File: src/hdl/tec_pkg.sv
// package: register map, field layout, reset values and types of the timer/event counter
package tec_pkg;
   localparam int TEC_CNT_W = 16;
   localparam int TEC_ADDR_W = 16;
   localparam int TEC_DATA_W = 8;

   // register offsets
   localparam logic [15:0] TEC_OFS_MODE = 16'hff60;
   localparam logic [15:0] TEC_OFS_PRESC = 16'hff61;
   localparam logic [15:0] TEC_OFS_CCCTL = 16'hff62;
   localparam logic [15:0] TEC_OFS_OUTCTL = 16'hff63;
   localparam logic [15:0] TEC_OFS_REGA_LO = 16'hff64;
   localparam logic [15:0] TEC_OFS_REGA_HI = 16'hff65;
   localparam logic [15:0] TEC_OFS_REGB_LO = 16'hff66;
   localparam logic [15:0] TEC_OFS_REGB_HI = 16'hff67;
   localparam logic [15:0] TEC_OFS_CNT_LO = 16'hff68;
   localparam logic [15:0] TEC_OFS_CNT_HI = 16'hff69;

   // reset values and counter maximum
   localparam logic [7:0] TEC_RST_CTRL = 8'h00;
   localparam logic [15:0] TEC_RST_CNT = 16'h0000;
   localparam logic [15:0] TEC_CNT_MAX = 16'hffff;

   // timer_mode_control fields
   localparam int TEC_MODE_OVF_BIT = 0;
   localparam int TEC_MODE_LO_BIT = 2;
   localparam int TEC_MODE_HI_BIT = 3;
   // capture_compare_control fields
   localparam int TEC_CC_A_ROLE_BIT = 0;
   localparam int TEC_CC_A_TRIG_BIT = 1;
   localparam int TEC_CC_B_ROLE_BIT = 2;
   // timer_output_control fields
   localparam int TEC_OC_GATE_BIT = 0;
   localparam int TEC_OC_INV_A_BIT = 1;
   localparam int TEC_OC_CLEAR_BIT = 2;
   localparam int TEC_OC_SET_BIT = 3;
   localparam int TEC_OC_INV_B_BIT = 4;
   // prescaler_edge_select fields
   localparam int TEC_PS_CLK_LO_BIT = 0;
   localparam int TEC_PS_CLK_HI_BIT = 1;
   localparam int TEC_PS_E1_LO_BIT = 4;
   localparam int TEC_PS_E1_HI_BIT = 5;
   localparam int TEC_PS_E2_LO_BIT = 6;
   localparam int TEC_PS_E2_HI_BIT = 7;

   // clock dividers of the subsystem clocks
   localparam int TEC_DIV2_W = 4;
   localparam logic [3:0] TEC_DIV16_LAST = 4'hf;
   localparam logic [1:0] TEC_REF_LAST = 2'h3;

   typedef enum logic [1:0] {
      TEC_MODE_STOP,
      TEC_MODE_FREE,
      TEC_MODE_EDGE_CLR,
      TEC_MODE_MATCH_CLR
   } tec_mode_t;

   typedef enum logic [1:0] {
      TEC_SRC_CLK1,
      TEC_SRC_CLK1_DIV2,
      TEC_SRC_CLK2_DIV16,
      TEC_SRC_EXT_EDGE
   } tec_src_t;

   typedef enum logic [1:0] {
      TEC_EDGE_FALL,
      TEC_EDGE_RISE,
      TEC_EDGE_BAD,
      TEC_EDGE_BOTH
   } tec_edge_t;

   typedef struct packed {
      logic [15:0] addr;
      logic [7:0] wdata;
      logic we;
      logic re;
   } tec_bus_req_t;

   typedef struct packed {
      logic rise;
      logic fall;
   } tec_edges_t;
endpackage : tec_pkg

File: src/hdl/tec_edge_filter.sv
// edge input: two-flop synchroniser, double-sample noise filter, edge detector
`timescale 1ns/1ps
module tec_edge_filter
   import tec_pkg::*;
(
   input wire logic mclk_i,
   input wire logic rst_n_i,
   input wire logic ce_i,
   input wire logic pin_i,
   input wire logic sample_i,
   input wire logic enable_i,
   input wire logic track_i,
   output tec_edges_t edges_o
);
   logic sync1_q;
   logic sync2_q;
   logic samp_q;
   logic level_q;
   logic stable;

   always_ff @(posedge mclk_i or negedge rst_n_i) begin
      if (!rst_n_i) begin
         sync1_q <= 1'b0;
         sync2_q <= 1'b0;
      end else if (ce_i) begin
         sync1_q <= pin_i;
         sync2_q <= sync1_q;
      end
   end

   always_ff @(posedge mclk_i or negedge rst_n_i) begin
      if (!rst_n_i) begin
         samp_q <= 1'b0;
      end else if (ce_i && sample_i) begin
         samp_q <= sync2_q;
      end
   end

   // level accepted only when seen on two samples in a row
   assign stable = sample_i && (sync2_q == samp_q);

   // level starts at 0: a high pin yields a rise on first enable; stopped later, it follows
   always_ff @(posedge mclk_i or negedge rst_n_i) begin
      if (!rst_n_i) begin
         level_q <= 1'b0;
      end else if (ce_i) begin
         if (enable_i && stable) begin
            level_q <= sync2_q;
         end else if (!enable_i && track_i) begin
            level_q <= sync2_q; // [RULE_22]
         end
      end
   end

   assign edges_o.rise = ce_i && enable_i && stable && sync2_q && !level_q; // [RULE_22]
   assign edges_o.fall = ce_i && enable_i && stable && !sync2_q && level_q;
endmodule : tec_edge_filter

File: src/hdl/tec_timer_ctrl.sv
// 16-bit timer/event counter: control registers, counter, capture/compare, output flip-flop
//
// Overview of operation
// [RULE_01] reset clears mode, capture/compare, output and prescaler registers to zero
// [RULE_02] mode field: stop and hold zero, free run, edge restart, match-A restart
// [RULE_03] counting starts once mode is nonzero; software stops it by writing zero
// [RULE_04] stopped: output and match interrupts idle; running: matches update both
// [RULE_05] mode bit 0 is the overflow flag, set on counter overflow
// [RULE_06] software writes mode bits other than overflow only while stopped
// [RULE_07] match-A restart with A at ffff: wrap to zero sets overflow
// [RULE_08] capture/compare bit 2: register B compare when 0, capture when 1
// [RULE_09] bit 1: A captures on second input edge, or first input opposite phase
// [RULE_10] capture/compare bit 0: register A compare when 0, capture when 1
// [RULE_11] software writes capture/compare, output and prescaler only while stopped
// [RULE_12] software never makes A a capture register in match-A restart mode
// [RULE_13] first input on both edges: no opposite-phase capture into A
// [RULE_14] capture trigger pulses last at least two count clock periods
// [RULE_15] output bits 4 and 1 enable toggling on B and A matches
// [RULE_16] set/clear bits: none, force 0, force 1, illegal; both read 0
// [RULE_17] output bit 0 gates the pin: 0 holds low, 1 passes flip-flop
// [RULE_18] prescaler bits 7:6 and 5:4 pick input edges: fall, rise, illegal, both
// [RULE_19] prescaler bits 1:0: clock one, clock one half, clock two sixteenth, edge
// [RULE_20] external count pulses last at least two internal reference periods
// [RULE_21] with edge counting, first input is no trigger and pin no output; first input still triggers captures and restart, pin still driven
// [RULE_22] high input at reset gives a rise on first enable, not after stop
// [RULE_23] counter increments on each rising edge of the count clock
// [RULE_24] counter clears on restart edge or match in the restart modes
// [RULE_25] illegal edge code means that input has no valid edge at all
`timescale 1ns/1ps
module tec_timer_ctrl
   import tec_pkg::*;
(
   input wire logic mclk_i,
   input wire logic rst_n_i,
   input wire logic ce_i,
   input wire tec_bus_req_t bus_req_i,
   output logic [7:0] bus_rdata_o,
   input wire logic subsystem_clock_one_i,
   input wire logic subsystem_clock_two_i,
   input wire logic first_edge_input_i,
   input wire logic second_edge_input_i,
   output logic timer_output_pin_o,
   output logic match_a_interrupt_o,
   output logic match_b_interrupt_o
);
   // valid edge per selection; the illegal code yields none
   function automatic logic edge_hit(input tec_edge_t sel, input tec_edges_t e);
      logic hit;
      hit = 1'b0;
      unique case (sel)
         TEC_EDGE_FALL: hit = e.fall;
         TEC_EDGE_RISE: hit = e.rise;
         TEC_EDGE_BAD: hit = 1'b0; // [RULE_25]
         TEC_EDGE_BOTH: hit = e.rise | e.fall;
      endcase
      return hit;
   endfunction : edge_hit

   function automatic logic addr_is(input tec_bus_req_t r, input logic [15:0] ofs);
      return r.addr == ofs;
   endfunction : addr_is

   // control registers
   tec_mode_t mode_q;
   logic ovf_q;
   logic [2:0] ccctl_q;
   logic inv_a_q;
   logic inv_b_q;
   logic gate_q;
   tec_edge_t e1_sel_q;
   tec_edge_t e2_sel_q;
   tec_src_t src_q;
   logic [15:0] reg_a_q;
   logic [15:0] reg_b_q;
   logic [15:0] cnt_q;
   logic flip_q;
   logic ran_q;

   // subsystem clock synchronisers and dividers
   logic clk1_s1_q;
   logic clk1_s2_q;
   logic clk1_s3_q;
   logic clk2_s1_q;
   logic clk2_s2_q;
   logic clk2_s3_q;
   logic div2_q;
   logic [3:0] div16_q;
   logic clk1_rise;
   logic clk2_rise;
   logic ref_tick;
   logic int_tick;
   logic samp_tick;
   logic cnt_tick;

   logic running;
   logic wr;
   logic rd;
   tec_edges_t e1_edges;
   tec_edges_t e2_edges;
   logic e1_valid;
   logic e2_valid;
   logic e1_opposite;
   logic match_a;
   logic match_b;
   logic cap_a;
   logic cap_b;
   logic restart;
   logic wrap;

   assign running = (mode_q != TEC_MODE_STOP);
   assign wr = ce_i && bus_req_i.we;
   assign rd = ce_i && bus_req_i.re;

   // subsystem clocks come from pins: two flops before use
   always_ff @(posedge mclk_i or negedge rst_n_i) begin
      if (!rst_n_i) begin
         clk1_s1_q <= 1'b0;
         clk1_s2_q <= 1'b0;
         clk1_s3_q <= 1'b0;
         clk2_s1_q <= 1'b0;
         clk2_s2_q <= 1'b0;
         clk2_s3_q <= 1'b0;
      end else if (ce_i) begin
         clk1_s1_q <= subsystem_clock_one_i;
         clk1_s2_q <= clk1_s1_q;
         clk1_s3_q <= clk1_s2_q;
         clk2_s1_q <= subsystem_clock_two_i;
         clk2_s2_q <= clk2_s1_q;
         clk2_s3_q <= clk2_s2_q;
      end
   end

   assign clk1_rise = ce_i && clk1_s2_q && !clk1_s3_q;
   assign clk2_rise = ce_i && clk2_s2_q && !clk2_s3_q;

   always_ff @(posedge mclk_i or negedge rst_n_i) begin
      if (!rst_n_i) begin
         div2_q <= 1'b0;
      end else if (clk1_rise) begin
         div2_q <= !div2_q;
      end
   end

   always_ff @(posedge mclk_i or negedge rst_n_i) begin
      if (!rst_n_i) begin
         div16_q <= 4'h0;
      end else if (clk2_rise) begin
         div16_q <= div16_q + 4'h1;
      end
   end

   // internal reference for filtering an external count clock: clock two over four
   assign ref_tick = clk2_rise && (div16_q[1:0] == TEC_REF_LAST);

   always_comb begin
      int_tick = 1'b0;
      unique case (src_q)
         TEC_SRC_CLK1: int_tick = clk1_rise; // [RULE_19]
         TEC_SRC_CLK1_DIV2: int_tick = clk1_rise && div2_q; // [RULE_19]
         TEC_SRC_CLK2_DIV16: int_tick = clk2_rise && (div16_q == TEC_DIV16_LAST); // [RULE_19]
         TEC_SRC_EXT_EDGE: int_tick = 1'b0;
      endcase
   end

   // inputs sampled at the count clock; edge counting samples at the reference
   assign samp_tick = (src_q == TEC_SRC_EXT_EDGE) ? ref_tick : int_tick; // [RULE_20]

   tec_edge_filter u_first_in (
      .mclk_i(mclk_i),
      .rst_n_i(rst_n_i),
      .ce_i(ce_i),
      .pin_i(first_edge_input_i),
      .sample_i(samp_tick),
      .enable_i(running),
      .track_i(ran_q),
      .edges_o(e1_edges)
   );

   tec_edge_filter u_second_in (
      .mclk_i(mclk_i),
      .rst_n_i(rst_n_i),
      .ce_i(ce_i),
      .pin_i(second_edge_input_i),
      .sample_i(samp_tick),
      .enable_i(running),
      .track_i(ran_q),
      .edges_o(e2_edges)
   );

   assign e1_valid = edge_hit(e1_sel_q, e1_edges); // [RULE_18]
   assign e2_valid = edge_hit(e2_sel_q, e2_edges); // [RULE_18]

   // opposite phase of first input's edge; none when both edges selected
   always_comb begin
      e1_opposite = 1'b0;
      unique case (e1_sel_q)
         TEC_EDGE_FALL: e1_opposite = e1_edges.rise;
         TEC_EDGE_RISE: e1_opposite = e1_edges.fall;
         TEC_EDGE_BAD: e1_opposite = 1'b0; // [RULE_25]
         TEC_EDGE_BOTH: e1_opposite = 1'b0; // [RULE_13]
      endcase
   end

   assign cnt_tick = running && ((src_q == TEC_SRC_EXT_EDGE) ? e1_valid : int_tick); // [RULE_19]

   // matches judged on the tick that leaves the matching count
   assign match_a = cnt_tick && !ccctl_q[TEC_CC_A_ROLE_BIT] && (cnt_q == reg_a_q); // [RULE_10]
   assign match_b = cnt_tick && !ccctl_q[TEC_CC_B_ROLE_BIT] && (cnt_q == reg_b_q); // [RULE_08]
   assign cap_a = running && ccctl_q[TEC_CC_A_ROLE_BIT]
      && (ccctl_q[TEC_CC_A_TRIG_BIT] ? e1_opposite : e2_valid); // [RULE_09]
   assign cap_b = running && ccctl_q[TEC_CC_B_ROLE_BIT] && e1_valid; // [RULE_08]
   assign restart = (mode_q == TEC_MODE_EDGE_CLR) && e1_valid; // [RULE_24]
   assign wrap = cnt_tick && (cnt_q == TEC_CNT_MAX);

   // mode register and stop/restart bookkeeping
   always_ff @(posedge mclk_i or negedge rst_n_i) begin
      if (!rst_n_i) begin
         mode_q <= TEC_MODE_STOP; // [RULE_01]
      end else if (wr && addr_is(bus_req_i, TEC_OFS_MODE)) begin
         mode_q <= tec_mode_t'(bus_req_i.wdata[TEC_MODE_HI_BIT:TEC_MODE_LO_BIT]); // [RULE_02]
      end
   end

   always_ff @(posedge mclk_i or negedge rst_n_i) begin
      if (!rst_n_i) begin
         ran_q <= 1'b0;
      end else if (ce_i && running) begin
         ran_q <= 1'b1;
      end
   end

   // overflow flag: hardware set wins over a software write
   always_ff @(posedge mclk_i or negedge rst_n_i) begin
      if (!rst_n_i) begin
         ovf_q <= 1'b0; // [RULE_01]
      end else if (wrap) begin
         ovf_q <= 1'b1; // [RULE_05] [RULE_07]
      end else if (wr && addr_is(bus_req_i, TEC_OFS_MODE)) begin
         ovf_q <= bus_req_i.wdata[TEC_MODE_OVF_BIT]; // [RULE_05]
      end
   end

   always_ff @(posedge mclk_i or negedge rst_n_i) begin
      if (!rst_n_i) begin
         ccctl_q <= TEC_RST_CTRL[2:0]; // [RULE_01]
      end else if (wr && addr_is(bus_req_i, TEC_OFS_CCCTL)) begin
         ccctl_q <= bus_req_i.wdata[TEC_CC_B_ROLE_BIT:TEC_CC_A_ROLE_BIT];
      end
   end

   always_ff @(posedge mclk_i or negedge rst_n_i) begin
      if (!rst_n_i) begin
         inv_a_q <= 1'b0; // [RULE_01]
         inv_b_q <= 1'b0;
         gate_q <= 1'b0;
      end else if (wr && addr_is(bus_req_i, TEC_OFS_OUTCTL)) begin
         inv_a_q <= bus_req_i.wdata[TEC_OC_INV_A_BIT]; // [RULE_15]
         inv_b_q <= bus_req_i.wdata[TEC_OC_INV_B_BIT]; // [RULE_15]
         gate_q <= bus_req_i.wdata[TEC_OC_GATE_BIT]; // [RULE_17]
      end
   end

   always_ff @(posedge mclk_i or negedge rst_n_i) begin
      if (!rst_n_i) begin
         e2_sel_q <= TEC_EDGE_FALL; // [RULE_01]
         e1_sel_q <= TEC_EDGE_FALL;
         src_q <= TEC_SRC_CLK1;
      end else if (wr && addr_is(bus_req_i, TEC_OFS_PRESC)) begin
         e2_sel_q <= tec_edge_t'(bus_req_i.wdata[TEC_PS_E2_HI_BIT:TEC_PS_E2_LO_BIT]); // [RULE_18]
         e1_sel_q <= tec_edge_t'(bus_req_i.wdata[TEC_PS_E1_HI_BIT:TEC_PS_E1_LO_BIT]); // [RULE_18]
         src_q <= tec_src_t'(bus_req_i.wdata[TEC_PS_CLK_HI_BIT:TEC_PS_CLK_LO_BIT]); // [RULE_19]
      end
   end

   // register A: software load, or capture of the count
   always_ff @(posedge mclk_i or negedge rst_n_i) begin
      if (!rst_n_i) begin
         reg_a_q <= TEC_RST_CNT;
      end else if (cap_a) begin
         reg_a_q <= cnt_q; // [RULE_09] [RULE_10]
      end else if (wr && addr_is(bus_req_i, TEC_OFS_REGA_LO)) begin
         reg_a_q[7:0] <= bus_req_i.wdata;
      end else if (wr && addr_is(bus_req_i, TEC_OFS_REGA_HI)) begin
         reg_a_q[15:8] <= bus_req_i.wdata;
      end
   end

   always_ff @(posedge mclk_i or negedge rst_n_i) begin
      if (!rst_n_i) begin
         reg_b_q <= TEC_RST_CNT;
      end else if (cap_b) begin
         reg_b_q <= cnt_q; // [RULE_08]
      end else if (wr && addr_is(bus_req_i, TEC_OFS_REGB_LO)) begin
         reg_b_q[7:0] <= bus_req_i.wdata;
      end else if (wr && addr_is(bus_req_i, TEC_OFS_REGB_HI)) begin
         reg_b_q[15:8] <= bus_req_i.wdata;
      end
   end

   // up counter
   always_ff @(posedge mclk_i or negedge rst_n_i) begin
      if (!rst_n_i) begin
         cnt_q <= TEC_RST_CNT;
      end else if (ce_i) begin
         if (!running) begin
            cnt_q <= TEC_RST_CNT; // [RULE_02] [RULE_03]
         end else if (restart) begin
            cnt_q <= TEC_RST_CNT; // [RULE_24]
         end else if (match_a && (mode_q == TEC_MODE_MATCH_CLR)) begin
            cnt_q <= TEC_RST_CNT; // [RULE_24] [RULE_07]
         end else if (cnt_tick) begin
            cnt_q <= cnt_q + 16'h0001; // [RULE_23]
         end
      end
   end

   // output flip-flop: software force first, then match toggles
   always_ff @(posedge mclk_i or negedge rst_n_i) begin
      if (!rst_n_i) begin
         flip_q <= 1'b0;
      end else if (wr && addr_is(bus_req_i, TEC_OFS_OUTCTL)
                   && (bus_req_i.wdata[TEC_OC_SET_BIT] ^ bus_req_i.wdata[TEC_OC_CLEAR_BIT])) begin
         flip_q <= bus_req_i.wdata[TEC_OC_SET_BIT]; // [RULE_16]
      end else if (ce_i) begin
         flip_q <= flip_q ^ (match_a && inv_a_q) ^ (match_b && inv_b_q); // [RULE_04] [RULE_15]
      end
   end

   always_ff @(posedge mclk_i or negedge rst_n_i) begin
      if (!rst_n_i) begin
         timer_output_pin_o <= 1'b0;
      end else if (ce_i) begin
         timer_output_pin_o <= gate_q && flip_q; // [RULE_17]
      end
   end

   // interrupt requests: one-cycle pulses on match or capture
   always_ff @(posedge mclk_i or negedge rst_n_i) begin
      if (!rst_n_i) begin
         match_a_interrupt_o <= 1'b0;
         match_b_interrupt_o <= 1'b0;
      end else if (ce_i) begin
         match_a_interrupt_o <= match_a || cap_a; // [RULE_04]
         match_b_interrupt_o <= match_b || cap_b; // [RULE_04]
      end
   end

   // read port: data in the cycle after the strobe, zero otherwise
   always_ff @(posedge mclk_i or negedge rst_n_i) begin
      if (!rst_n_i) begin
         bus_rdata_o <= 8'h00;
      end else if (ce_i) begin
         bus_rdata_o <= 8'h00;
         if (rd) begin
            unique case (bus_req_i.addr)
               TEC_OFS_MODE: bus_rdata_o <= {4'h0, mode_q, 1'b0, ovf_q}; // [RULE_05]
               TEC_OFS_PRESC: bus_rdata_o <= {e2_sel_q, e1_sel_q, 2'b00, src_q};
               TEC_OFS_CCCTL: bus_rdata_o <= {5'h00, ccctl_q};
               TEC_OFS_OUTCTL: bus_rdata_o <= {3'h0, inv_b_q, 2'b00, inv_a_q, gate_q}; // [RULE_16]
               TEC_OFS_REGA_LO: bus_rdata_o <= reg_a_q[7:0];
               TEC_OFS_REGA_HI: bus_rdata_o <= reg_a_q[15:8];
               TEC_OFS_REGB_LO: bus_rdata_o <= reg_b_q[7:0];
               TEC_OFS_REGB_HI: bus_rdata_o <= reg_b_q[15:8];
               TEC_OFS_CNT_LO: bus_rdata_o <= cnt_q[7:0];
               TEC_OFS_CNT_HI: bus_rdata_o <= cnt_q[15:8];
               default: bus_rdata_o <= 8'h00;
            endcase
         end
      end
   end
endmodule : tec_timer_ctrl

File: config.mk
export PLATFORM = sky130hd
export DESIGN_NAME = tec_timer_ctrl
export DESIGN_NICKNAME = d
export VERILOG_FILES = /design/src/hdl/tec_pkg.sv /design/src/hdl/tec_edge_filter.sv /design/src/hdl/tec_timer_ctrl.sv
export SDC_FILE = /design/constraint.sdc
export NUM_CORES = 1
export LEC_CHECK = 0
export BUFFER_PORTS_ARGS = -buffer_cell sky130_fd_sc_hd__buf_2
export CORE_MARGIN = 4
export CORE_UTILIZATION = 41
export CTS_CLUSTER_DIAMETER = 200
export DETAILED_ROUTE_END_ITERATION = 16
export GPL_TIMING_DRIVEN = 1
export SETUP_SLACK_MARGIN = 0.3
export SYNTH_ARGS = -nofsm -noshare
export SYNTH_HDL_FRONTEND = slang
export SYNTH_SLANG_ARGS = --single-unit
File: constraint.sdc
create_clock -name mclk_i -period 6.55 [get_ports mclk_i]
set_input_delay 0.655 -clock mclk_i [delete_from_list [all_inputs] [get_ports mclk_i]]
set_output_delay 0.655 -clock mclk_i [all_outputs]
set_load 0.02 [all_outputs]
==> results.json <==
{
  "fin_area_um2": 5800,
  "fin_crit_ns": 3.03,
  "wl_per_cell_um": 20.4,
  "p_leak_nw": 2.91,
  "rsz0062_at_grt": "no",
  "required_ns": 6.75,
  "dr_total_vias": 4169,
  "cp-start-kind": "input pin",
  "h-tree-depth": 3,
  "syn_inst": 521,
  "r2r_start": "src_q[0]$_DFFE_PN0P_",
  "setup_violations": 0,
  "synth_compound_area_share_pct": 13.1,
  "finalHoldViolations": 0,
  "core_um2": 12300,
  "die_w_um": 121,
  "worstSetupPathType": "in2reg",
  "gp_congestion": 0.968,
  "clock_latency_ns": 0.35,
  "multiInputGateArea_um2": 2680,
  "grt_pass1_vias": 4094,
  "dieArea_um2": 14600,
  "worstPathArrival_ns": 3.23,
  "place_hpwl_um": 10200,
  "ir_drop_mv": 0.110,
  "synthSimpleGateAreaFrac_pct": 15.8,
  "area_growth_pct": 11.0,
  "cts_tree": "built",
  "antenna_found_initial": 0,
  "fillers": 1141,
  "synth_edf_count": 0,
  "cts_root_buf": "clkbuf_16",
  "worst_setup_path_end_kind": "flip-flop",
  "synth_xor_area_share_pct": 9.04,
  "p_per_area_nw_per_um2": 213,
  "synth_ff_type": "dfrtp_1",
  "routed_wl_um": 14500,
  "ys_ff_latch": 95,
  "clk_pin_slew_ns": 0.06,
  "max_cap_viol_count": 0,
  "die_y_um": 121,
  "r2r_cells": 8,
  "cts_sinks": 95,
  "slew_headroom_pct": 24.4,
  "drt_iter0_markers": 569,
  "async_flop_share_pct": 100,
  "grt_max_degree": 67,
  "drive_gt1_share_pct": 16.7,
  "port_buffers": 43,
  "cts_hold_buf": 0,
  "synth.avg_cell_area_um2": 10.0,
  "syn-num-nets": 559,
  "crit_path_max_fanout": 24,
  "worst_pin_slew_ns": 1.13,
  "synth.mux.area_fraction_pct": 12.1,
  "grtUsageTotal_pct": 20.3,
  "synth-adder-area-share_pct": 1.20,
  "routed_via_density": 5.86,
  "finalCritPeriodShare_pct": 46.3,
  "seqCellArea_um2": 2380,
  "io_pins": 44,
  "reg2reg_to": "reg_b_q[2]$_DFFE_PN0P_",
  "synth-seq-area-share_pct": 45.4,
  "gr-total-overflow": 0,
  "drc_errors": 0,
  "first_pass_iters": 5,
  "outcome": "finished, final reports clean",
  "synth_cell_type_count": 54,
  "slew_violations": 0,
  "cts.repair.resized": 0,
  "ys_warn_count": 0,
  "hp-class": "in2async",
  "num_antenna_cells": 0,
  "fin_skew_ns": 0.00946,
  "start_util_pct": 42.7,
  "reg2reg_setup_slack_ns": 3.55,
  "power_mw": 1.23,
  "grt_pass1_wl_um": 23000,
  "nets": 579,
  "cts_made_buffers": 9,
  "clockBufferDepth": 2,
  "dpl_cell_area_um2": 5540,
  "final.setup.tns_ns": 0,
  "antenna_left": 0,
  "fmax_ghz": 0.330,
  "syn_area_um2": 5230,
  "postCtsSetupRepairBufs": 0,
  "std_cell_rows": 40,
  "synth_top_family_by_area": "simple AND/OR/NAND/NOR gates"
}
## kinds of logic after synthesis
logic type,count (synthesis)
xor+xnor,54
simple gates,164
flops,95
mux,60
fa+ha+maj,5
compound gates,98
buf+inv,45
## stage by stage
step	setup slack, ns	hold slack (ns)	instances	util (%)
floorplan	4.16	0.359	521	-
detailed placement	3.12	0.445	698	45.2
global placement	3.28	0.448	698	45.2
CTS	3.51	0.240	712	47.3
finish	3.52	0.233	712	47.3
global route	3.23	0.265	712	47.3
## how the worst max path moves through the flow
stage          startpoint              endpoint  slack, ns  depth (start not counted)
3_5_place_dp         ce_i  cnt_q[6]$_DFFE_PN0P_       3.12                          8
5_1_grt              ce_i  cnt_q[6]$_DFFE_PN0P_       3.23                          8
6_report             ce_i  cnt_q[6]$_DFFE_PN0P_       3.52                          8
2_1_floorplan        ce_i    flip_q$_DFFE_PN0P_       4.16                          7
4_1_cts              ce_i  cnt_q[6]$_DFFE_PN0P_       3.51                          8
3_3_place_gp         ce_i  cnt_q[3]$_DFFE_PN0P_       3.28                          8
## critical path, stage by stage
cell	delay [ns]
buf_2	0.37
inv_1	0.31
or4_1	0.60
o2bb2ai_1	0.18
buf_4	0.21
nand4_1	0.13
a21oi_2	0.60
nor2_1	0.15
## sequential cells by signal, indices dropped and copies added (netlist names), 2 cells and up
| register | count |
|---|---|
| e2_sel_q | 2 |
| reg_a_q | 16 |
| reg_b_q | 16 |
| mode_q | 2 |
| cnt_q | 16 |
| ccctl_q | 3 |
| bus_rdata_o | 8 |
| e1_sel_q | 2 |
| src_q | 2 |
| div16_q | 4 |
## placed cells by master, fill, tap and decap left out, types with 5 or more instances in the layout
| master | n |
|---|---|
| nor3_1 | 7 |
| mux2i_1 | 34 |
| dfrtp_1 | 95 |
| nand2_1 | 42 |
| mux2_2 | 26 |
| nor2_1 | 54 |
| ha_1 | 5 |
| nand3_1 | 7 |
| nor4_1 | 7 |
| buf_2 | 42 |
| a222oi_1 | 17 |
| o21ai_0 | 19 |
| xor2_1 | 32 |
| o2bb2ai_1 | 7 |
| and3_1 | 9 |
| a21o_1 | 5 |
| inv_1 | 7 |
| clkbuf_16 | 9 |
| a21oi_1 | 28 |
| nand4_1 | 11 |
| xnor2_1 | 22 |
## metal layers
| layer | GRT usage, % | vias up | routed length [um] |
|---|---|---|---|
| met1 | 28.6 | 2027 | 6440 |
| met5 | 0 | - | 0 |
| li1 | - | 1920 | - |
| met2 | 30.4 | 194 | 6490 |
| met3 | 4.20 | 28 | 1180 |
| met4 | 8.22 | 0 | 382 |
## Yosys cell counts, drive strengths merged (2+ instances only)
library cell	n	area, um2
a41oi	2	17.5
xnor2	22	193
nand4b	2	17.5
ha	5	62.6
nor4	8	56.3
and4	4	35.0
o21ai	20	100
and4b	2	20.0
clkbuf	34	128
buf	3	15.0
o2bb2ai	7	61.3
a21oi	29	149
nand3b	4	30.0
a221oi	2	17.5
mux2	26	293
nor2	54	203
mux2i	34	340
a22oi	3	22.5
nor3	8	45.0
dfrtp	95	2380
a21o	5	37.5
nor3b	2	15.0
o31ai	2	15.0
nand3	7	35.0
inv	7	26.3
nand2	42	158
and3	9	56.3
nand4	12	81.3
and2	3	18.8
a222oi	17	170
nand2b	2	12.5
xor2	32	280
## cell type report
| cell class | instances | area share, % |
|---|---|---|
| Multi-Input combinational cell | 381 | 46.2 |
| Tap cell | 168 | 3.62 |
| Sequential cell | 95 | 41.0 |
| Clock inverter | 1 | 0.0862 |
| Timing Repair Buffer | 46 | 4.14 |
| Inverter | 8 | 0.517 |
| Clock buffer | 13 | 4.48 |
## power by group
group | leakage (nW) | total [mW] | switching (mW) | internal [mW]
Combinational | 1.48 | 0.0995 | 0.0540 | 0.0455
Clock | 0.132 | 0.487 | 0.214 | 0.274
Sequential | 1.29 | 0.648 | 0.0300 | 0.618
Note: power is estimated with default switching activity, not from simulation.
